--- src/include/sar_pkg.sv ---
// Shared constants for the SAR converter control and serial readout.
// Assumes a 50 MHz system clock; serial clock and strobes are asynchronous pins.
package sar_pkg;
    localparam int RESULT_BITS = 18;
    localparam int CLK_PERIOD_NS = 20;
    // Internal oscillator stand-in: cycles spent per successive-approximation step
    localparam int STEP_CYCLES = 4;
    localparam logic [RESULT_BITS-1:0] RESULT_RESET = 18'h00000;
    localparam int SYNC_STAGES = 2;
    typedef enum logic [1:0] {
        st_nap,
        st_acquire,
        st_convert,
        st_load
    } conv_state_e;
endpackage : sar_pkg

--- src/rtl/sar_readout.sv ---
// Conversion control and serial readout of an 18-bit successive-approximation converter.
// Assumes convert strobe, serial clock, chain select and shared pin are asynchronous pins;
// the analog comparator decision arrives as a level on the system clock.
`timescale 1ns/1ps
`default_nettype none
module sar_readout
    import sar_pkg::*;
#(
    parameter int BITS = RESULT_BITS
) (
    // System
    input wire logic mclk,
    input wire logic reset_n,
    // Conversion control
    input wire logic convert_strobe,
    output logic busy,
    output logic nap,
    output logic sample_hold,
    // Analog core: trial code to the capacitive DAC, comparator decision back
    output logic [BITS-1:0] capacitive_dac,
    input wire logic comparator_high,
    // Serial port
    input wire logic serial_clock,
    input wire logic chain_select,
    input wire logic read_enable_or_cascade_in,
    output logic serial_data_out,
    output logic serial_data_oe_n
);
    // Synchronisers: stage one is read only by stage two
    logic [1:0] cnv_sync;
    logic [1:0] sck_sync;
    logic [1:0] chain_sync;
    logic [1:0] shared_sync;
    logic cnv_prev;
    logic sck_prev;
    logic cnv_rise;
    logic sck_rise;

    always_ff @(posedge mclk or negedge reset_n) begin
        if (!reset_n) begin
            cnv_sync <= 2'h0;
            sck_sync <= 2'h0;
            chain_sync <= 2'h0;
            shared_sync <= 2'h3;
            cnv_prev <= 1'b0;
            sck_prev <= 1'b0;
        end else begin
            cnv_sync <= {cnv_sync[0], convert_strobe};
            sck_sync <= {sck_sync[0], serial_clock};
            chain_sync <= {chain_sync[0], chain_select};
            shared_sync <= {shared_sync[0], read_enable_or_cascade_in};
            cnv_prev <= cnv_sync[1];
            sck_prev <= sck_sync[1];
        end
    end

    assign cnv_rise = cnv_sync[1] && !cnv_prev;
    assign sck_rise = sck_sync[1] && !sck_prev;

    // Conversion sequencer
    conv_state_e state;
    logic [4:0] bit_idx;
    logic [2:0] step_cnt;
    logic [BITS-1:0] trial;
    logic core_valid;
    logic core_ready;
    logic [BITS-1:0] core_data;

    always_ff @(posedge mclk or negedge reset_n) begin
        if (!reset_n) begin
            state <= st_nap;
            bit_idx <= 5'h00;
            step_cnt <= 3'h0;
            trial <= RESULT_RESET;
            core_valid <= 1'b0;
            core_data <= RESULT_RESET;
        end else begin
            case (state)
                st_nap, st_acquire: begin
                    core_valid <= 1'b0;
                    if (cnv_rise) begin
                        state <= st_convert;
                        bit_idx <= 5'(BITS - 1);
                        step_cnt <= 3'h0;
                        trial <= {1'b1, {(BITS-1){1'b0}}};
                    end else if (state == st_nap) begin
                        state <= st_acquire;
                    end
                end
                st_convert: begin
                    // Each step tests the next binary-weighted fraction
                    if (step_cnt == 3'(STEP_CYCLES - 1)) begin
                        step_cnt <= 3'h0;
                        if (!comparator_high) begin
                            trial[bit_idx] <= 1'b0;
                        end
                        if (bit_idx == 5'h00) begin
                            state <= st_load;
                        end else begin
                            bit_idx <= bit_idx - 5'h01;
                            trial[bit_idx - 5'h01] <= 1'b1;
                        end
                    end else begin
                        step_cnt <= step_cnt + 3'h1;
                    end
                end
                st_load: begin
                    // Offset-binary search word flips its MSB into two's complement
                    core_data <= {~trial[BITS-1], trial[BITS-2:0]};
                    core_valid <= 1'b1;
                    if (core_valid && core_ready) begin
                        core_valid <= 1'b0;
                        state <= st_nap;
                    end
                end
                default: state <= st_nap;
            endcase
        end
    end

    logic buf_valid;
    logic buf_ready;
    logic [BITS-1:0] buf_data;

    two_entry_buffer #(
        .WIDTH(BITS)
    ) u_buffer (
        .clk(mclk),
        .reset_n(reset_n),
        .in_valid(core_valid),
        .in_ready(core_ready),
        .in_data(core_data),
        .out_valid(buf_valid),
        .out_ready(buf_ready),
        .out_data(buf_data)
    );

    // The shifter takes a new word only on conversion end, whether or not a readout is under way
    assign buf_ready = (state == st_load) || (state == st_nap);

    // Output flops
    logic [BITS-1:0] shift;
    logic chain_mode;
    assign chain_mode = chain_sync[1];

    always_ff @(posedge mclk or negedge reset_n) begin
        if (!reset_n) begin
            busy <= 1'b0;
            nap <= 1'b1;
            sample_hold <= 1'b0;
            capacitive_dac <= RESULT_RESET;
        end else begin
            // Busy stays high through the load so that it falls on the edge that shows the MSB
            busy <= (state == st_convert) || (state == st_load);
            nap <= (state == st_nap) || (state == st_acquire && !cnv_rise);
            sample_hold <= (state == st_convert);
            capacitive_dac <= trial;
        end
    end

    always_ff @(posedge mclk or negedge reset_n) begin
        if (!reset_n) begin
            shift <= RESULT_RESET;
            serial_data_out <= 1'b0;
        end else begin
            if (buf_valid && buf_ready) begin
                shift <= buf_data;
                serial_data_out <= buf_data[BITS-1];
            end else if (sck_rise && (chain_mode || !shared_sync[1])) begin
                // Chain mode fills behind the result with cascade-in bits
                shift <= {shift[BITS-2:0], chain_mode ? shared_sync[1] : 1'b0};
                serial_data_out <= shift[BITS-2];
            end
        end
    end

    always_ff @(posedge mclk or negedge reset_n) begin
        if (!reset_n) begin
            serial_data_oe_n <= 1'b1;
        end else begin
            serial_data_oe_n <= !(chain_mode || !shared_sync[1]);
        end
    end

    chk_busy_conv: assert property (@(posedge mclk) disable iff (!reset_n)
        (state == st_convert) |=> busy) else $error("busy low during conversion");
    chk_start_edge: assert property (@(posedge mclk) disable iff (!reset_n)
        ((state == st_acquire) && cnv_rise) |=> (state == st_convert)) else $error("no start");
    chk_search_len: assert property (@(posedge mclk) disable iff (!reset_n)
        ($rose(sample_hold)) |-> ##(18*4 - 1) sample_hold ##1 !sample_hold)
        else $error("search length wrong");
    chk_first_bit: assert property (@(posedge mclk) disable iff (!reset_n)
        (buf_valid && buf_ready) |=> (serial_data_out == $past(buf_data[BITS-1])))
        else $error("first bit not presented");
    chk_oe_normal: assert property (@(posedge mclk) disable iff (!reset_n)
        (!chain_mode && shared_sync[1]) |=> serial_data_oe_n) else $error("drives while off");
    chk_oe_chain: assert property (@(posedge mclk) disable iff (!reset_n)
        chain_mode |=> !serial_data_oe_n) else $error("chain output off");
    chk_shift_msb: assert property (@(posedge mclk) disable iff (!reset_n)
        (sck_rise && !(buf_valid && buf_ready) && (chain_mode || !shared_sync[1]))
        |=> (serial_data_out == $past(shift[BITS-2]))) else $error("shift order wrong");
    chk_nap_idle: assert property (@(posedge mclk) disable iff (!reset_n)
        (state == st_nap) |=> nap) else $error("no nap between conversions");
    chk_busy_ends: assert property (@(posedge mclk) disable iff (!reset_n)
        $fell(busy) |-> $past(state == st_nap)) else $error("busy fell early");
    chk_bit_at_fall: assert property (@(posedge mclk) disable iff (!reset_n)
        $fell(busy) |-> (serial_data_out == shift[BITS-1]))
        else $error("first bit missing at busy fall");

    cov_conversion: cover property (@(posedge mclk) disable iff (!reset_n) $fell(busy));
    cov_chain_shift: cover property (@(posedge mclk) disable iff (!reset_n) chain_mode && sck_rise);
    cov_normal_read: cover property (@(posedge mclk) disable iff (!reset_n)
        !chain_mode && !shared_sync[1] && sck_rise);
endmodule : sar_readout
`default_nettype wire

--- src/rtl/two_entry_buffer.sv ---
// Two-entry valid/ready buffer between the converter core and the shifter.
// Assumes one clock domain; a stalled drain holds the entries and stalls the fill once both entries are full.
`timescale 1ns/1ps
`default_nettype none
module two_entry_buffer #(
    parameter int WIDTH = 18
) (
    // Clock and reset
    input wire logic clk,
    input wire logic reset_n,
    // Fill side
    input wire logic in_valid,
    output logic in_ready,
    input wire logic [WIDTH-1:0] in_data,
    // Drain side
    output logic out_valid,
    input wire logic out_ready,
    output logic [WIDTH-1:0] out_data
);
    logic [WIDTH-1:0] mem [2];
    logic rd_ptr;
    logic wr_ptr;
    logic [1:0] count;
    logic push;
    logic pop;

    assign in_ready = (count != 2'h2);
    assign out_valid = (count != 2'h0);
    assign out_data = mem[rd_ptr];
    assign push = in_valid && in_ready;
    assign pop = out_valid && out_ready;

    always_ff @(posedge clk or negedge reset_n) begin
        if (!reset_n) begin
            rd_ptr <= 1'b0;
            wr_ptr <= 1'b0;
            count <= 2'h0;
        end else begin
            if (push) begin
                wr_ptr <= ~wr_ptr;
            end
            if (pop) begin
                rd_ptr <= ~rd_ptr;
            end
            count <= count + {1'b0, push} - {1'b0, pop};
        end
    end

    always_ff @(posedge clk) begin
        if (push) begin
            mem[wr_ptr] <= in_data;
        end
    end

    chk_no_overflow: assert property (@(posedge clk) disable iff (!reset_n)
        count <= 2'h2) else $error("buffer count exceeds two");
endmodule : two_entry_buffer
`default_nettype wire
--- config.mk ---
export PLATFORM = sky130hd
export DESIGN_NAME = sar_readout
export DESIGN_NICKNAME = d
export VERILOG_FILES = /design/src/include/sar_pkg.sv /design/src/rtl/sar_readout.sv /design/src/rtl/two_entry_buffer.sv
export SDC_FILE = /design/constraint.sdc
export NUM_CORES = 1
export LEC_CHECK = 0
export ABC_CLOCK_PERIOD_IN_PS = 2700
export CELL_PAD_IN_SITES_DETAIL_PLACEMENT = 0
export CELL_PAD_IN_SITES_GLOBAL_PLACEMENT = 1
export CORE_MARGIN = 8
export CORE_UTILIZATION = 52
export CTS_CLUSTER_SIZE = 40
export DETAILED_ROUTE_END_ITERATION = 8
export DONT_BUFFER_PORTS = 1
export PLACE_DENSITY_LB_ADDON = 0.15
export SYNTH_ARGS = -nofsm -noshare
export SYNTH_HDL_FRONTEND = slang
export SYNTH_SLANG_ARGS = --single-unit
--- constraint.sdc ---
create_clock -name mclk -period 2.7 [get_ports mclk]
set_input_delay 0.135 -clock mclk [delete_from_list [all_inputs] [get_ports mclk]]
set_output_delay 0.135 -clock mclk [all_outputs]
set_load 0.005 [all_outputs]
---- After elaboration in Yosys (flattened, before gate mapping) ----
Memories as Yosys holds them, arrays and structs flattened.
Cells that the tools add are included.
storage, ports and cells
  bits in writable memories ............... 36
  memories kept ........................... 1
  bits in registers ....................... 101
  input bits .............................. 7
memories
  name          words  width  read ports  clocked after memory_dff  write ports  RTL line                source
  u_buffer.mem  2      18     1           0                         1            two_entry_buffer.sv:20  logic [WIDTH-1:0] mem [2];
operators by class
  equality and inequality tests ........... 11
  reduce and logical (&&, ||, !) cells .... 28
  bitwise gates (word level) .............. 6
  muxes and demuxes ....................... 33
  $lt $le $gt $ge ......................... 4
  add/subtract/negate cells ............... 4
operators with widths
  kind                                                                    number
  18-bit 2-to-1 mux                                                       6
  18-bit case mux with 2 select lines                                     1
  17-bit 2-to-1 mux                                                       2
  18-bit AND                                                              1
  18-bit NOT                                                              1
  18-bit bitwise OR                                                       1
  5-bit 2-to-1 mux                                                        3
  5-bit by 6-bit < comparator with 1-bit output (second input constant)   2
  1-bit demux with 5-bit select                                           2
  5-bit by 1-bit >= comparator with 1-bit output (second input constant)  2
  2-bit 2-to-1 mux                                                        5
  2-bit inequality test (second input constant)                           5
  5-bit case mux with 2 select lines                                      1
  1-bit logical AND                                                       8
  1-bit 2-to-1 mux                                                        8
  4-bit AND reduction                                                     2
  2-bit nonzero test                                                      4
  3-bit 2-to-1 mux                                                        2
  2-bit case mux with 3 select lines                                      1
  3-bit case mux with 2 select lines                                      1
  1-bit zero test                                                         5
  5-bit zero test                                                         1
  5-bit by 1-bit subtractor with 5-bit output (second input constant)     1
  2-bit equality test (second input constant)                             2
  14 further kinds                                                        19

---- Longest topological paths before layout ----
Gate-level depths: netlist (run 1).
  depth after elaboration ................. 13
  mapped depth ............................ 10
  gate-level depth less buffers ........... 8

---- By module ----
Synthesis (run 1) repeated with hierarchy kept, for this count alone.
unflattened totals
  cells, all modules ...................... 423
  area, all modules ....................... 5630.4 µm²
modules (own cells, without submodules)
  module            instances  area an instance (µm²)  cells each  sequential area each (µm²)
  sar_readout       1          4091.4                  350         2432.3
  two_entry_buffer  1          1539.0                  73          1181.1

---- Worst setup path after synthesis (run 1) ----
Ideal clock, no wire load.
  path kind ............................... flip-flop to flip-flop
  start point ............................. register state[1]
  end point ............................... register u_buffer.count[1]
  cell stages (with the launch flop) ...... 11
  arrival time ............................ 2.217 ns
  setup time .............................. 0.080 ns
  setup slack ............................. 0.403 ns
  required time ........................... 2.620 ns
  cells stage by stage .................... dfrtp_1 > inv_1 > ha_1 > o21ba_2 > clkbuf_1 > buf_1 > ha_1 > inv_1 > ha_1 > xnor2_1 > xnor2_1
between the ends
  cells in the longest elaborated chain, start to end .. 4
  elaborated cells on any way between the ends .. 5
  classes of those cells .................. add/sub (1); eq/ne (1); reduce/logical (3)
ends and longest elaborated chain
  what                                                    RTL line                source
  start: declaration                                      sar_readout.sv:61       conv_state_e state;
  start signal: assignment                                sar_readout.sv:71       state <= st_nap;
  start signal: assignment                                sar_readout.sv:82       state <= st_convert;
  start signal: assignment                                sar_readout.sv:87       state <= st_acquire;
  2-bit equality test or 2-bit zero test (tied branches)  sar_readout.sv:139      assign buf_ready = (state == st_load) || (state == st_nap);
  1-bit logical OR *                                      sar_readout.sv:139
  1-bit logical AND *                                     two_entry_buffer.sv:31  assign pop = out_valid && out_ready;
  net u_buffer.pop                                        two_entry_buffer.sv:25  logic pop;
  2-bit by 1-bit subtractor with 2-bit output *           two_entry_buffer.sv:45  count <= count + {1'b0, push} - {1'b0, pop};
  end signal: assignment                                  two_entry_buffer.sv:45
  end: declaration                                        two_entry_buffer.sv:23  logic [1:0] count;
Mark *: on every way through the listed nets, which the timed path passes. The rest lies on a longest branch.
A chain may end at the register's enable or synchronous reset.

---- Final worst setup path (run 1) ----
  start point ............................. register bit_idx[1]
  end point ............................... register trial[4]
between the ends
  cells in the longest elaborated chain, start to end .. 13
  elaborated cells on any way between the ends .. 21
  classes of those cells .................. add/sub (1); order compare (4); mux (10); bitwise (3); reduce/logical (3)
ends and longest elaborated chain
  what                                                                                                    RTL line            source
  start: declaration                                                                                      sar_readout.sv:62   logic [4:0] bit_idx;
  start signal: assignment                                                                                sar_readout.sv:83   bit_idx <= 5'(BITS - 1);
  start signal: assignment                                                                                sar_readout.sv:100  bit_idx <= bit_idx - 5'h01;
  parallel branches: the longest is 10 deep, another holds 5-bit by 6-bit < comparator with 1-bit output  n/a
  18-bit 2-to-1 mux *                                                                                     sar_readout.sv:97   if (bit_idx == 5'h00) begin
  18-bit 2-to-1 mux *                                                                                     sar_readout.sv:92   if (step_cnt == 3'(STEP_CYCLES - 1)) begin
  18-bit case mux with 2 select lines *                                                                   sar_readout.sv:78   case (state)
  end signal: assignment                                                                                  sar_readout.sv:85   trial <= {1'b1, {(BITS-1){1'b0}}};
  end: declaration                                                                                        sar_readout.sv:64   logic [BITS-1:0] trial;
Every way passes the cells marked *. The select of a mux whose other input is x is not followed.

==> impl_metrics.xml, run 1 <==
<?xml version="1.0" encoding="UTF-8"?>
<metrics>
  <group name="global_routing">
    <metric name="largest_net_degree_at_the_start_of_global_routing" unit="">102</metric>
    <metric name="grt_usage" unit="%">15.9</metric>
    <metric name="grt_antenna_before_repair" unit="">0</metric>
    <metric name="grt_overflow" unit="">0</metric>
    <metric name="first_pass_grt_wire_length" unit="µm">17700</metric>
    <metric name="number_of_global_route_vias_before_repair" unit="">3321</metric>
  </group>
  <group name="critical_path">
    <metric name="worstReg2RegEnd" unit="">trial[4]$_DFFE_PN0P_</metric>
    <metric name="reg2regPathDepth" unit="">6</metric>
    <metric name="worstReg2RegStart" unit="">bit_idx[1]$_DFFE_PN0P_</metric>
    <metric name="critical_path.cell_chain" unit="">inv_1 &gt; ha_1 &gt; or4b_1 &gt; and3_1 &gt; nand3_1 &gt; o21ai_0</metric>
    <metric name="timing.critical_path.to_type" unit="">register</metric>
    <metric name="worst_path_max_delay_cell" unit="">sky130_fd_sc_hd__dfrtp_1</metric>
    <metric name="worstPathBufferInverterCount" unit="">1</metric>
    <metric name="critical-path-max-stage-delay" unit="ns">0.48</metric>
    <metric name="critPathLaunchType" unit="">register</metric>
    <metric name="timing.critical_path.arrival" unit="ns">2.54</metric>
    <metric name="critical_path.top_delay_family" unit="">simple AND/OR/NAND/NOR gates</metric>
    <metric name="crit_path_max_fanout" unit="">11</metric>
    <metric name="r2r_setup_slack" unit="ns">0.55</metric>
    <metric name="timing.setup.critical_path_class" unit="">reg2reg</metric>
    <metric name="required" unit="ns">3.09</metric>
  </group>
  <group name="placed_design">
    <metric name="dp.cells" unit="">558</metric>
    <metric name="portBuffers" unit="">0</metric>
    <metric name="globalplace.congestion" unit="">0.901</metric>
    <metric name="place.detailed.hpwl" unit="µm">6720</metric>
    <metric name="dpl_worst_slack" unit="ns">0.611</metric>
  </group>
  <group name="floorplanning">
    <metric name="initial_cell_density_of_the_core" unit="%">53.4</metric>
    <metric name="core" unit="µm²">10300</metric>
    <metric name="die_x" unit="µm">119</metric>
    <metric name="num_rows" unit="">37</metric>
    <metric name="io_pins" unit="">30</metric>
    <metric name="die_h" unit="µm">119</metric>
    <metric name="die-area" unit="µm²">14200</metric>
  </group>
  <group name="synth">
    <metric name="synth-main-ff-cell" unit="">sky130_fd_sc_hd__dfrtp_1</metric>
    <metric name="mean_post_synth_cell_area" unit="µm²">12.6</metric>
    <metric name="synth_largest_area_cell" unit="">sky130_fd_sc_hd__dfrtp_1</metric>
    <metric name="yosysWarningCount" unit="">0</metric>
    <metric name="synth_area" unit="µm²">5510</metric>
    <metric name="synthCells" unit="">437</metric>
    <metric name="synth-async-reset-ratio" unit="%">73.7</metric>
    <metric name="synth_edf_count" unit="">36</metric>
    <metric name="synth.lib_cells_used.distinct" unit="">53</metric>
    <metric name="synth.net_count" unit="">456</metric>
    <metric name="synthMostInstantiatedCell" unit="">sky130_fd_sc_hd__dfrtp_1</metric>
    <metric name="synth_top_area_share" unit="%">44.0</metric>
    <metric name="ys_ff_latch" unit="">137</metric>
    <metric name="synth-seq-area-share" unit="%">65.5</metric>
    <metric name="synth_commonest_cells" unit="">sky130_fd_sc_hd__dfrtp_1 (97), sky130_fd_sc_hd__o21ai_0 (78), sky130_fd_sc_hd__nand2_1 (41)</metric>
    <metric name="synth_area_leaders" unit="">sky130_fd_sc_hd__dfrtp_1 (44%), sky130_fd_sc_hd__edfxtp_1 (20%), sky130_fd_sc_hd__o21ai_0 (7.1%)</metric>
  </group>
  <group name="sta">
    <metric name="report.final.slew_viol_count" unit="">0</metric>
    <metric name="post-route-period-util" unit="%">79.6</metric>
    <metric name="totalNegativeSetupSlack" unit="ns">0</metric>
    <metric name="setup_viol_count_final" unit="">0</metric>
    <metric name="hold_viol" unit="">0</metric>
    <metric name="skew" unit="ns">0.00535</metric>
    <metric name="timing_worst_slew_pin_value" unit="ns">0.879</metric>
    <metric name="rsz0062_at_grt" unit="">no</metric>
    <metric name="finalWorstSetupSlack" unit="ns">0.550</metric>
    <metric name="worst_slew_margin_rel" unit="%">40.6</metric>
    <metric name="layout_min_cycle_time" unit="ns">2.15</metric>
    <metric name="max_freq" unit="GHz">0.465</metric>
  </group>
  <group name="flow_run">
    <metric name="timing.max_cap.violations" unit="">0</metric>
  </group>
  <group name="status">
    <metric name="run_status" unit="">finished, final reports clean</metric>
  </group>
  <group name="detailed_routing">
    <metric name="antenna_left" unit="">0</metric>
    <metric name="detail_route.iter0.violations" unit="">277</metric>
    <metric name="routed_wl" unit="µm">10400</metric>
    <metric name="drc" unit="">0</metric>
    <metric name="dr_wl_cell" unit="µm">17.5</metric>
    <metric name="avgViaCountPerCell" unit="">5.45</metric>
    <metric name="drt_pass1_iterations" unit="">4</metric>
    <metric name="dr_vias" unit="">3256</metric>
  </group>
  <group name="clocking">
    <metric name="post_cts.repair.setup_buffers" unit="">0</metric>
    <metric name="cts_tree" unit="">done</metric>
    <metric name="clk_latency" unit="ns">0.52</metric>
    <metric name="cts_buffer_depth" unit="">2</metric>
    <metric name="cts_made_buffers" unit="">17</metric>
    <metric name="clk_root_buffer_cell" unit="">sky130_fd_sc_hd__clkbuf_8</metric>
    <metric name="cts_htree_levels" unit="">4</metric>
    <metric name="clock-sinks" unit="">137</metric>
    <metric name="worst_setup_hold_path_clk_slew" unit="ns">0.06</metric>
    <metric name="cts_resizes" unit="">0</metric>
    <metric name="hold_buffers" unit="">7</metric>
  </group>
  <group name="cells_and_area">
    <metric name="fraction_of_final_layout_cells_with_drive_strength_greater_than_1" unit="%">16.5</metric>
    <metric name="postLayoutCoreUtil" unit="%">61.2</metric>
    <metric name="n_antenna_cell" unit="">0</metric>
    <metric name="areaGrowthSynthToFinish" unit="%">14.7</metric>
    <metric name="fin_nets" unit="">467</metric>
    <metric name="final-instance-count-excl-fill" unit="">597</metric>
  </group>
  <group name="power">
    <metric name="pwr_density_cell" unit="nW/µm²">1050</metric>
    <metric name="leakagePower" unit="nW">2.78</metric>
    <metric name="vdd.ir_drop.worst" unit="mV">0.679</metric>
  </group>
  <group name="min_path">
    <metric name="hold_path_end" unit="">trial[16]$_DFFE_PN0P_</metric>
    <metric name="holdPathStages" unit="">4</metric>
    <metric name="hold_path.startpoint" unit="">comparator_high</metric>
    <metric name="hold_path_class" unit="">in2reg</metric>
  </group>
</metrics>
-- metal layers --
metal  up-vias  share of wire (%)  wire length (µm)  GRT usage, %
li1       1580                  -                 -             -
met1      1590                 46              4810          20.1
met2        70                 48              5010          24.9
met3        16                4.5               469          4.87
met4         0                1.4               141          6.88
met5         -                  0                 0             0
-- cell families after synthesis --
family / Yosys count / synth area share (%)
AO/OA/AOI/OAI: 122 / 12.7
XOR/XNOR: 4 / 0.635
adder cells (fa/ha/maj): 12 / 2.72
buffers and inverters: 37 / 2.88
flip-flops: 137 / 65.5
multiplexers: 40 / 7.74
AND/OR/NAND/NOR: 85 / 7.83
-- flip-flops by register name, indices dropped and copies added (netlist names), 2 cells and up --
| register | cells |
|---|---|
| u_buffer.count | 2 |
| step_cnt | 3 |
| capacitive_dac | 18 |
| u_buffer.mem | 36 |
| shared_sync | 2 |
| state | 2 |
| cnv_sync | 2 |
| core_data | 18 |
| sck_sync | 2 |
| trial | 18 |
| bit_idx | 5 |
| shift | 17 |
| chain_sync | 2 |
-- worst reg2reg max path, stage by stage, from the launching register on --
cell and delay (ns):
sky130_fd_sc_hd__dfrtp_1 0.48, sky130_fd_sc_hd__inv_1 0.15, sky130_fd_sc_hd__ha_1 0.18, sky130_fd_sc_hd__or4b_1 0.45, sky130_fd_sc_hd__and3_1 0.29, sky130_fd_sc_hd__nand3_1 0.32
sky130_fd_sc_hd__o21ai_0 0.15
-- where the power goes --
part           switching, W  leakage, nW  internal [W]
sequential         0.000215         1.65       0.00252
combinational      0.000978        0.834      0.000643
clock              0.000867        0.292       0.00144
total               0.00206         2.78       0.00460
-- layout by cell type (no fill, tap or decap), types with 2 or more instances in the layout --
cell / n
sky130_fd_sc_hd__inv_1: 15
sky130_fd_sc_hd__mux2_2: 21
sky130_fd_sc_hd__inv_6: 2
sky130_fd_sc_hd__a211oi_1: 2
sky130_fd_sc_hd__buf_4: 7
sky130_fd_sc_hd__o21ba_2: 2
sky130_fd_sc_hd__nand2_1: 41
sky130_fd_sc_hd__a22oi_1: 2
sky130_fd_sc_hd__clkbuf_8: 2
sky130_fd_sc_hd__dlygate4sd3_1: 6
sky130_fd_sc_hd__and3_1: 2
sky130_fd_sc_hd__mux2i_1: 19
sky130_fd_sc_hd__clkinv_2: 3
sky130_fd_sc_hd__clkinv_4: 4
sky130_fd_sc_hd__and2_1: 2
sky130_fd_sc_hd__nand3_1: 6
sky130_fd_sc_hd__xnor2_1: 3
sky130_fd_sc_hd__or2_2: 3
sky130_fd_sc_hd__clkbuf_16: 16
sky130_fd_sc_hd__bufinv_16: 3
sky130_fd_sc_hd__a21oi_1: 20
sky130_fd_sc_hd__ha_1: 12
sky130_fd_sc_hd__clkinvlp_4: 2
sky130_fd_sc_hd__a41oi_1: 3
sky130_fd_sc_hd__nand2b_1: 7
sky130_fd_sc_hd__nor2_1: 7
sky130_fd_sc_hd__nor2b_1: 4
sky130_fd_sc_hd__dfrtp_1: 97
sky130_fd_sc_hd__edfxtp_1: 36
sky130_fd_sc_hd__dfstp_2: 4
sky130_fd_sc_hd__o21ai_0: 78
sky130_fd_sc_hd__nor3_1: 2
sky130_fd_sc_hd__nor4b_1: 2
-- per-stage QoR --
step	instance area [µm²]	power, W	hold slack, ns
after global routing	6320	0.00707	0.0876
final	6320	0.00666	0.0203
after floorplan	5510	0.00399	-0.161
after detailed placement	5630	0.00436	-0.157
after CTS	6320	0.00673	0.00634
after global placement	5630	0.00431	-0.157
-- worst max path at each step --
stage / startpoint / endpoint / depth (start not counted)
6_report: bit_idx[1]$_DFFE_PN0P_ / trial[4]$_DFFE_PN0P_ / 6
5_1_grt: bit_idx[1]$_DFFE_PN0P_ / trial[4]$_DFFE_PN0P_ / 6
4_1_cts: bit_idx[1]$_DFFE_PN0P_ / trial[8]$_DFFE_PN0P_ / 6
3_5_place_dp: bit_idx[1]$_DFFE_PN0P_ / trial[8]$_DFFE_PN0P_ / 6
3_3_place_gp: bit_idx[0]$_DFFE_PN0P_ / state[1]$_DFFE_PN0P_ / 6
2_1_floorplan: state[1]$_DFFE_PN0P_ / u_buffer.count[1]$_DFF_PN0_ / 10
-- layout make-up --
type | count | area (µm²)
Timing Repair Buffer | 14 | 140
Clock inverter | 14 | 173
Multi-Input combinational cell | 263 | 1740
Sequential cell | 137 | 3610
Inverter | 15 | 56.3
Clock buffer | 18 | 428
Fill cell | 801 | 4000
Tap cell | 136 | 170
Power figures use the tool's default switching activity.
==> inputs of run 2 (changes only) <==
- ABC_AREA: not set -> 1
- ABC_CLOCK_PERIOD_IN_PS: 2700 -> 2200
- CORE_UTILIZATION: 52 -> 50
- clock period: 2.7 -> 2.2 ns (I/O delays scaled with it)
==> run 2 against run 1 <==
  * The flow now finishes with violations (hold timing)
  * Die area up 7.1%
  * First-iteration DRC count down 9.0%
  * Flip-flop and latch count unchanged
  * Clock power up 28%
  * Critical path type unchanged
  * Critical endpoint is now shift[13]$_DFFE_PN0P_
  * Largest power group unchanged
  * Highest routed layer unchanged
==> impl_metrics.xml, run 2 <==
<?xml version="1.0" encoding="UTF-8"?>
<metrics>
  <group name="status">
    <metric name="run_status" unit="">finished, violations left</metric>
    <metric name="failed_checks" unit="">hold timing</metric>
  </group>
  <group name="critical_path">
    <metric name="reg2regPathDepth" unit="">8</metric>
    <metric name="critical-path-max-stage-delay" unit="ns">0.46</metric>
    <metric name="startpoint" unit="">state[1]$_DFFE_PN0P_</metric>
    <metric name="worst_path_max_delay_cell" unit="">sky130_fd_sc_hd__dfrtp_1</metric>
    <metric name="timing.critical_path.arrival" unit="ns">2.27</metric>
    <metric name="timing.critical_path.to_type" unit="">register</metric>
    <metric name="critical_path.cell_chain" unit="">inv_2 &gt; ha_1 &gt; a21oi_2 &gt; buf_4 &gt; inv_2 &gt; nand2_4 &gt; nand3_1 &gt; o21ai_0</metric>
    <metric name="required" unit="ns">2.48</metric>
    <metric name="timing.setup.critical_path_class" unit="">reg2reg</metric>
    <metric name="r2r_setup_slack" unit="ns">0.21</metric>
    <metric name="worstReg2RegEnd" unit="">shift[13]$_DFFE_PN0P_</metric>
    <metric name="worstReg2RegStart" unit="">state[1]$_DFFE_PN0P_</metric>
    <metric name="crit_path_max_fanout" unit="">35</metric>
    <metric name="critical_path.endpoint" unit="">shift[13]$_DFFE_PN0P_</metric>
    <metric name="cp_common_cell" unit="">sky130_fd_sc_hd__inv_2</metric>
    <metric name="critPathLaunchType" unit="">register</metric>
  </group>
  <group name="detailed_routing">
    <metric name="avgViaCountPerCell" unit="">4.97</metric>
    <metric name="antenna_left" unit="">0</metric>
    <metric name="dr_vias" unit="">3697</metric>
    <metric name="routed_wl" unit="µm">10600</metric>
    <metric name="dr_wl_cell" unit="µm">14.2</metric>
    <metric name="detail_route.iter0.violations" unit="">252</metric>
    <metric name="drc" unit="">0</metric>
    <metric name="drt_pass1_iterations" unit="">4</metric>
  </group>
  <group name="global_routing">
    <metric name="grtUsageMet1" unit="%">19.1</metric>
    <metric name="grt_usage" unit="%">15.7</metric>
    <metric name="grt_antenna_before_repair" unit="">0</metric>
    <metric name="grt_util_met2" unit="%">25.5</metric>
    <metric name="largest_net_degree_at_the_start_of_global_routing" unit="">102</metric>
    <metric name="number_of_global_route_vias_before_repair" unit="">3665</metric>
    <metric name="grt_overflow" unit="">0</metric>
    <metric name="first_pass_grt_wire_length" unit="µm">18200</metric>
    <metric name="met3_resource_use_gr" unit="%">4.79</metric>
    <metric name="grt.busiest_layer" unit="">met2</metric>
  </group>
  <group name="cells_and_area">
    <metric name="n_antenna_cell" unit="">0</metric>
    <metric name="final-instance-count-excl-fill" unit="">744</metric>
    <metric name="stdcell_area" unit="µm²">6540</metric>
    <metric name="layout_commonest_cell" unit="">sky130_fd_sc_hd__nand2_1</metric>
    <metric name="largest_reg_flops" unit="">36</metric>
    <metric name="fraction_of_final_layout_cells_with_drive_strength_greater_than_1" unit="%">12.8</metric>
    <metric name="layout.cells.most_common_list" unit="">sky130_fd_sc_hd__nand2_1 (194), sky130_fd_sc_hd__dfrtp_1 (97), sky130_fd_sc_hd__nand3_1 (57)</metric>
    <metric name="areaGrowthSynthToFinish" unit="%">14.0</metric>
    <metric name="postLayoutCoreUtil" unit="%">57.8</metric>
    <metric name="layout.filler_cells" unit="">979</metric>
    <metric name="fin_nets" unit="">607</metric>
    <metric name="top_register" unit="">u_buffer.mem</metric>
  </group>
  <group name="sta">
    <metric name="post-route-period-util" unit="%">90.5</metric>
    <metric name="max_freq" unit="GHz">0.502</metric>
    <metric name="setup_viol_count_final" unit="">0</metric>
    <metric name="hold_viol" unit="">101</metric>
    <metric name="skew" unit="ns">0.00539</metric>
    <metric name="hold_ws" unit="ns">-0.604</metric>
    <metric name="report.final.slew_viol_count" unit="">0</metric>
    <metric name="totalNegativeSetupSlack" unit="ns">0</metric>
    <metric name="timing_worst_slew_pin_value" unit="ns">0.642</metric>
    <metric name="rsz0062_at_grt" unit="">no</metric>
    <metric name="worst_slew_margin_rel" unit="%">57.2</metric>
    <metric name="layout_min_cycle_time" unit="ns">1.99</metric>
  </group>
  <group name="placed_design">
    <metric name="place.detailed.hpwl" unit="µm">7340</metric>
    <metric name="globalplace.congestion" unit="">0.823</metric>
    <metric name="placement.cell_area" unit="µm²">5880</metric>
    <metric name="portBuffers" unit="">0</metric>
    <metric name="dp.cells" unit="">708</metric>
  </group>
  <group name="clocking">
    <metric name="cts_resizes" unit="">0</metric>
    <metric name="worst_setup_hold_path_clk_slew" unit="ns">0.06</metric>
    <metric name="clk_root_buffer_cell" unit="">sky130_fd_sc_hd__clkbuf_16</metric>
    <metric name="cts_buffer_depth" unit="">2</metric>
    <metric name="hold_buffers" unit="">4</metric>
    <metric name="clk_latency" unit="ns">0.41</metric>
    <metric name="cts_htree_levels" unit="">4</metric>
    <metric name="post_cts.repair.setup_buffers" unit="">0</metric>
    <metric name="cts_tree" unit="">done</metric>
    <metric name="clock-sinks" unit="">137</metric>
    <metric name="cts_made_buffers" unit="">17</metric>
  </group>
  <group name="power">
    <metric name="leakagePower" unit="nW">3.13</metric>
    <metric name="pwr_density_cell" unit="nW/µm²">1460</metric>
    <metric name="vdd.ir_drop.worst" unit="mV">0.810</metric>
  </group>
  <group name="floorplanning">
    <metric name="num_rows" unit="">39</metric>
    <metric name="die_x" unit="µm">123</metric>
    <metric name="core" unit="µm²">11300</metric>
    <metric name="die-area" unit="µm²">15200</metric>
    <metric name="io_pins" unit="">30</metric>
    <metric name="initial_cell_density_of_the_core" unit="%">50.7</metric>
    <metric name="die_h" unit="µm">123</metric>
  </group>
  <group name="synth">
    <metric name="synth_area" unit="µm²">5740</metric>
    <metric name="synthCells" unit="">574</metric>
    <metric name="synth_area_leaders" unit="">sky130_fd_sc_hd__dfrtp_1 (42%), sky130_fd_sc_hd__edfxtp_1 (19%), sky130_fd_sc_hd__nand2_1 (13%)</metric>
    <metric name="synth_largest_area_cell" unit="">sky130_fd_sc_hd__dfrtp_1</metric>
    <metric name="synth-main-ff-cell" unit="">sky130_fd_sc_hd__dfrtp_1</metric>
    <metric name="synth.net_count" unit="">593</metric>
    <metric name="ys_ff_latch" unit="">137</metric>
    <metric name="synth_commonest_cells" unit="">sky130_fd_sc_hd__nand2_1 (194), sky130_fd_sc_hd__dfrtp_1 (97), sky130_fd_sc_hd__nand3_1 (57)</metric>
    <metric name="synth-seq-area-share" unit="%">63.0</metric>
    <metric name="yosysWarningCount" unit="">0</metric>
    <metric name="synth-async-reset-ratio" unit="%">73.7</metric>
    <metric name="synth_top_area_share" unit="%">42.3</metric>
    <metric name="synthMostInstantiatedCell" unit="">sky130_fd_sc_hd__nand2_1</metric>
    <metric name="synth_edf_count" unit="">36</metric>
    <metric name="synth.lib_cells_used.distinct" unit="">35</metric>
    <metric name="mean_post_synth_cell_area" unit="µm²">10.0</metric>
  </group>
  <group name="min_path">
    <metric name="hold_path_class" unit="">in2async</metric>
  </group>
  <group name="flow_run">
    <metric name="timing.max_cap.violations" unit="">0</metric>
  </group>
</metrics>
## run 2: logic make-up after synthesis
group / Yosys count / share of synthesized area, %
xor gates and xnor gates: 3 / 0.458
DFF: 137 / 63.0
AOI/OAI and AO/OA: 50 / 4.95
buffers and inverters: 62 / 4.71
adders and majority gates: 12 / 2.62
and+or+nand+nor: 310 / 24.3
## run 2: worst max-delay path: cells and delay by family (launching register included)
family                   cells  cell delay (ns)
buffers and inverters        3             0.53
flip-flops                   1             0.46
AND/OR/NAND/NOR              2             0.38
AO/OA/AOI/OAI                2             0.14
adder cells (fa/ha/maj)      1             0.32
## run 2: metrics by stage
| step | power (W) | setup WS [ns] |
|---|---|---|
| after floorplan | 0.00601 | 0.284 |
| after global placement | 0.00657 | 0.308 |
| after detailed placement | 0.00668 | 0.207 |
| after CTS | 0.00966 | 0.179 |
| after global routing | 0.0102 | 0.0277 |
| final | 0.00954 | 0.209 |
## run 2: per-layer routing
metal,share of wire (%),vias to the layer above,routed length (µm)
li1,-,1882,-
met1,45,1760,4810
met2,50,45,5270
met3,3.4,10,362
met4,1.3,0,134
met5,0,-,0
## run 2: cell type report
cell class	count	area (µm²)	share of cell area [%]
clock buffer	17	425	6.50
clock inverter	15	201	3.08
inverter	45	169	2.58
multi-input combinational	375	1850	28.3
sequential	137	3610	55.2
tap	143	179	2.73
timing repair buffer	12	100	1.53
## run 2: how the worst min path moves through the flow
stage                     depth (start not counted)                          end  slack [ns]
final                                             0         shift[3]$_DFFE_PN0P_       -0.60
after detailed placement                          0        sck_sync[1]$_DFF_PN0_       -0.18
after global placement                            0         shift[1]$_DFFE_PN0P_       -0.18
after global routing                              0         shift[3]$_DFFE_PN0P_       -0.63
after CTS                                         0  u_buffer.wr_ptr$_DFFE_PN0P_       -0.63
after floorplan                                   0       bit_idx[0]$_DFFE_PN0P_       -0.19
## run 2: power breakdown
part | switching, W | total, W | internal, W
Sequential | 0.000224 | 0.00332 | 0.00310
Combinational | 0.00224 | 0.00328 | 0.00104
Clock | 0.00104 | 0.00294 | 0.00190
Total | 0.00351 | 0.00954 | 0.00603
==> inputs of run 3 (changes only) <==
- CELL_PAD_IN_SITES_DETAIL_PLACEMENT: 0 -> not set
- CELL_PAD_IN_SITES_GLOBAL_PLACEMENT: 1 -> not set
- CORE_UTILIZATION: 50 -> 60
==> run 3 against run 2 <==
  * Fmax increased by 1.1%
  * Routed wire length about the same
  * Clock-buffer cell count increased by 1
  * Sequential power about the same
  * Combinational power decreased by 2%
  * The flow still finishes with violations (hold timing)
  * Cell count decreased by 2.2%
  * Core utilization increased by 12 points
==> impl_metrics.xml, run 3 (synthesis results as in run 2) <==
<?xml version="1.0" encoding="UTF-8"?>
<metrics>
  <group name="status">
    <metric name="run_status" unit="">finished, violations left</metric>
    <metric name="failed_checks" unit="">hold timing</metric>
  </group>
  <group name="floorplanning">
    <metric name="io_pins" unit="">30</metric>
    <metric name="die_x" unit="µm">114</metric>
    <metric name="die-area" unit="µm²">12900</metric>
    <metric name="die_h" unit="µm">114</metric>
    <metric name="initial_cell_density_of_the_core" unit="%">62.1</metric>
    <metric name="core" unit="µm²">9240</metric>
    <metric name="num_rows" unit="">35</metric>
  </group>
  <group name="clocking">
    <metric name="clock-sinks" unit="">137</metric>
    <metric name="post_cts.repair.setup_buffers" unit="">0</metric>
    <metric name="clk_latency" unit="ns">0.53</metric>
    <metric name="cts_made_buffers" unit="">17</metric>
    <metric name="cts_buffer_depth" unit="">2</metric>
    <metric name="cts_htree_levels" unit="">4</metric>
    <metric name="hold_buffers" unit="">4</metric>
    <metric name="worst_setup_hold_path_clk_slew" unit="ns">0.06</metric>
    <metric name="cts_tree" unit="">done</metric>
    <metric name="clk_root_buffer_cell" unit="">sky130_fd_sc_hd__clkbuf_8</metric>
  </group>
  <group name="placed_design">
    <metric name="place.detailed.hpwl" unit="µm">7040</metric>
    <metric name="globalplace.congestion" unit="">0.886</metric>
    <metric name="portBuffers" unit="">0</metric>
    <metric name="dpl_worst_slack" unit="ns">0.178</metric>
  </group>
  <group name="sta">
    <metric name="hold_viol" unit="">101</metric>
    <metric name="hold_ws" unit="ns">-0.727</metric>
    <metric name="setup_viol_count_final" unit="">0</metric>
    <metric name="skew" unit="ns">0.00676</metric>
    <metric name="report.final.slew_viol_count" unit="">0</metric>
    <metric name="rsz0062_at_grt" unit="">no</metric>
    <metric name="worst_slew_margin_rel" unit="%">58.2</metric>
    <metric name="totalNegativeSetupSlack" unit="ns">0</metric>
    <metric name="timing_worst_slew_pin_value" unit="ns">0.627</metric>
    <metric name="max_freq" unit="GHz">0.508</metric>
    <metric name="finalWorstSetupSlack" unit="ns">0.231</metric>
    <metric name="layout_min_cycle_time" unit="ns">1.97</metric>
    <metric name="post-route-period-util" unit="%">89.5</metric>
  </group>
  <group name="cells_and_area">
    <metric name="areaGrowthSynthToFinish" unit="%">12.2</metric>
    <metric name="fin_nets" unit="">605</metric>
    <metric name="fraction_of_final_layout_cells_with_drive_strength_greater_than_1" unit="%">12.7</metric>
    <metric name="area_of_combinational_cells_with_multiple_inputs" unit="µm²">1860</metric>
    <metric name="sequential_cell_area" unit="µm²">3610</metric>
    <metric name="top_register" unit="">u_buffer.mem</metric>
    <metric name="postLayoutCoreUtil" unit="%">69.7</metric>
    <metric name="layout_commonest_cell" unit="">sky130_fd_sc_hd__nand2_1</metric>
    <metric name="layout.filler_cells" unit="">699</metric>
    <metric name="n_antenna_cell" unit="">0</metric>
    <metric name="layout.cells.most_common_list" unit="">sky130_fd_sc_hd__nand2_1 (194), sky130_fd_sc_hd__dfrtp_1 (97), sky130_fd_sc_hd__nand3_1 (57)</metric>
    <metric name="largest_reg_flops" unit="">36</metric>
  </group>
  <group name="detailed_routing">
    <metric name="routed_wl" unit="µm">10600</metric>
    <metric name="detail_route.iter0.violations" unit="">243</metric>
    <metric name="dr_wl_cell" unit="µm">14.5</metric>
    <metric name="antenna_left" unit="">0</metric>
    <metric name="drc" unit="">0</metric>
    <metric name="avgViaCountPerCell" unit="">5.13</metric>
    <metric name="dr_vias" unit="">3737</metric>
    <metric name="drt_pass1_iterations" unit="">5</metric>
  </group>
  <group name="global_routing">
    <metric name="first_pass_grt_wire_length" unit="µm">18100</metric>
    <metric name="grt_overflow" unit="">0</metric>
    <metric name="number_of_global_route_vias_before_repair" unit="">3683</metric>
    <metric name="largest_net_degree_at_the_start_of_global_routing" unit="">102</metric>
    <metric name="grt_usage" unit="%">17.9</metric>
    <metric name="grt_antenna_before_repair" unit="">0</metric>
  </group>
  <group name="critical_path">
    <metric name="crit_path_max_fanout" unit="">35</metric>
    <metric name="critical_path.top_delay_family" unit="">buffers and inverters</metric>
    <metric name="timing.critical_path.arrival" unit="ns">2.42</metric>
    <metric name="timing.setup.critical_path_class" unit="">reg2reg</metric>
    <metric name="critPathLaunchType" unit="">register</metric>
    <metric name="worst_path_max_delay_cell" unit="">sky130_fd_sc_hd__dfrtp_1</metric>
    <metric name="worstPathBufferInverterCount" unit="">3</metric>
    <metric name="critical_path.cell_chain" unit="">inv_1 &gt; ha_1 &gt; a21oi_2 &gt; buf_4 &gt; inv_2 &gt; nand2_8 &gt; nand3_1 &gt; o21ai_0</metric>
    <metric name="required" unit="ns">2.65</metric>
    <metric name="critical-path-max-stage-delay" unit="ns">0.42</metric>
    <metric name="timing.critical_path.to_type" unit="">register</metric>
  </group>
  <group name="flow_run">
    <metric name="timing.max_cap.violations" unit="">0</metric>
  </group>
  <group name="power">
    <metric name="vdd.ir_drop.worst" unit="mV">0.793</metric>
    <metric name="leakagePower" unit="nW">3.09</metric>
    <metric name="pwr_density_cell" unit="nW/µm²">1420</metric>
  </group>
  <group name="min_path">
    <metric name="hold_path_class" unit="">in2async</metric>
  </group>
</metrics>
run 3: cell count changes in the layout (fill, tap and decap cells not counted), sizes merged:
cell	before	now
bufinv	4	1
clkbuf	17	18
clkinv	9	6
clkinvlp	2	3
inv	45	49
buf	8	6
run 3: repair_timing:
action / 4_1_cts / 5_1_grt
gates resized for setup: 0 / 1
endpoints found under the hold margin: 105 / 101
endpoints found under the setup margin: 0 / 16
run 3: worst paths after layout:
path / startpoint / slack [ns] / depth (start not counted) / to
min in group mclk: comparator_high / 0.09 / 6 / trial[17]$_DFFE_PN0P_
worst min register to register: cnv_sync[0]$_DFF_PN0_ / 0.35 / 0 / cnv_sync[1]$_DFF_PN0_
worst min-delay path: reset_n / -0.73 / 0 / core_data[4]$_DFFE_PN0P_
max in group asynchronous: reset_n / 2.72 / 0 / nap$_DFF_PN1_
worst max-delay path: state[0]$_DFFE_PN0P_ / 0.23 / 8 / shift[11]$_DFFE_PN0P_
worst max register to register: state[0]$_DFFE_PN0P_ / 0.23 / 8 / shift[11]$_DFFE_PN0P_
run 3: area by class of cell:
cell class	count	area share [%]
clock buffer	18	6.64
clock inverter	14	1.87
inverter	45	2.62
multi-input combinational	375	28.9
sequential	137	56.1
tap	129	2.51
timing repair buffer	10	1.32
run 3: layer usage:
layer / vias up / GRT usage, % / wire length [µm]
met5: - / 0 / 0
met2: 74 / 29.2 / 5240
met4: 0 / 7.90 / 236
li1: 1874 / - / -
met3: 21 / 6.08 / 512
met1: 1768 / 21.2 / 4580
run 3: power by group:
part	leakage (nW)	internal [W]	switching, W
combinational	1.17	0.00101	0.00222
clock	0.268	0.00153	0.00109
sequential	1.65	0.00310	0.000227
run 3: through the flow:
stage	power [W]	cells	cell area (µm²)
2_1_floorplan	0.00601	574	5740
3_3_place_gp	0.00645	692	5840
3_5_place_dp	0.00657	692	5840
4_1_cts	0.00922	728	6430
5_1_grt	0.00984	728	6440
6_report	0.00918	728	6440
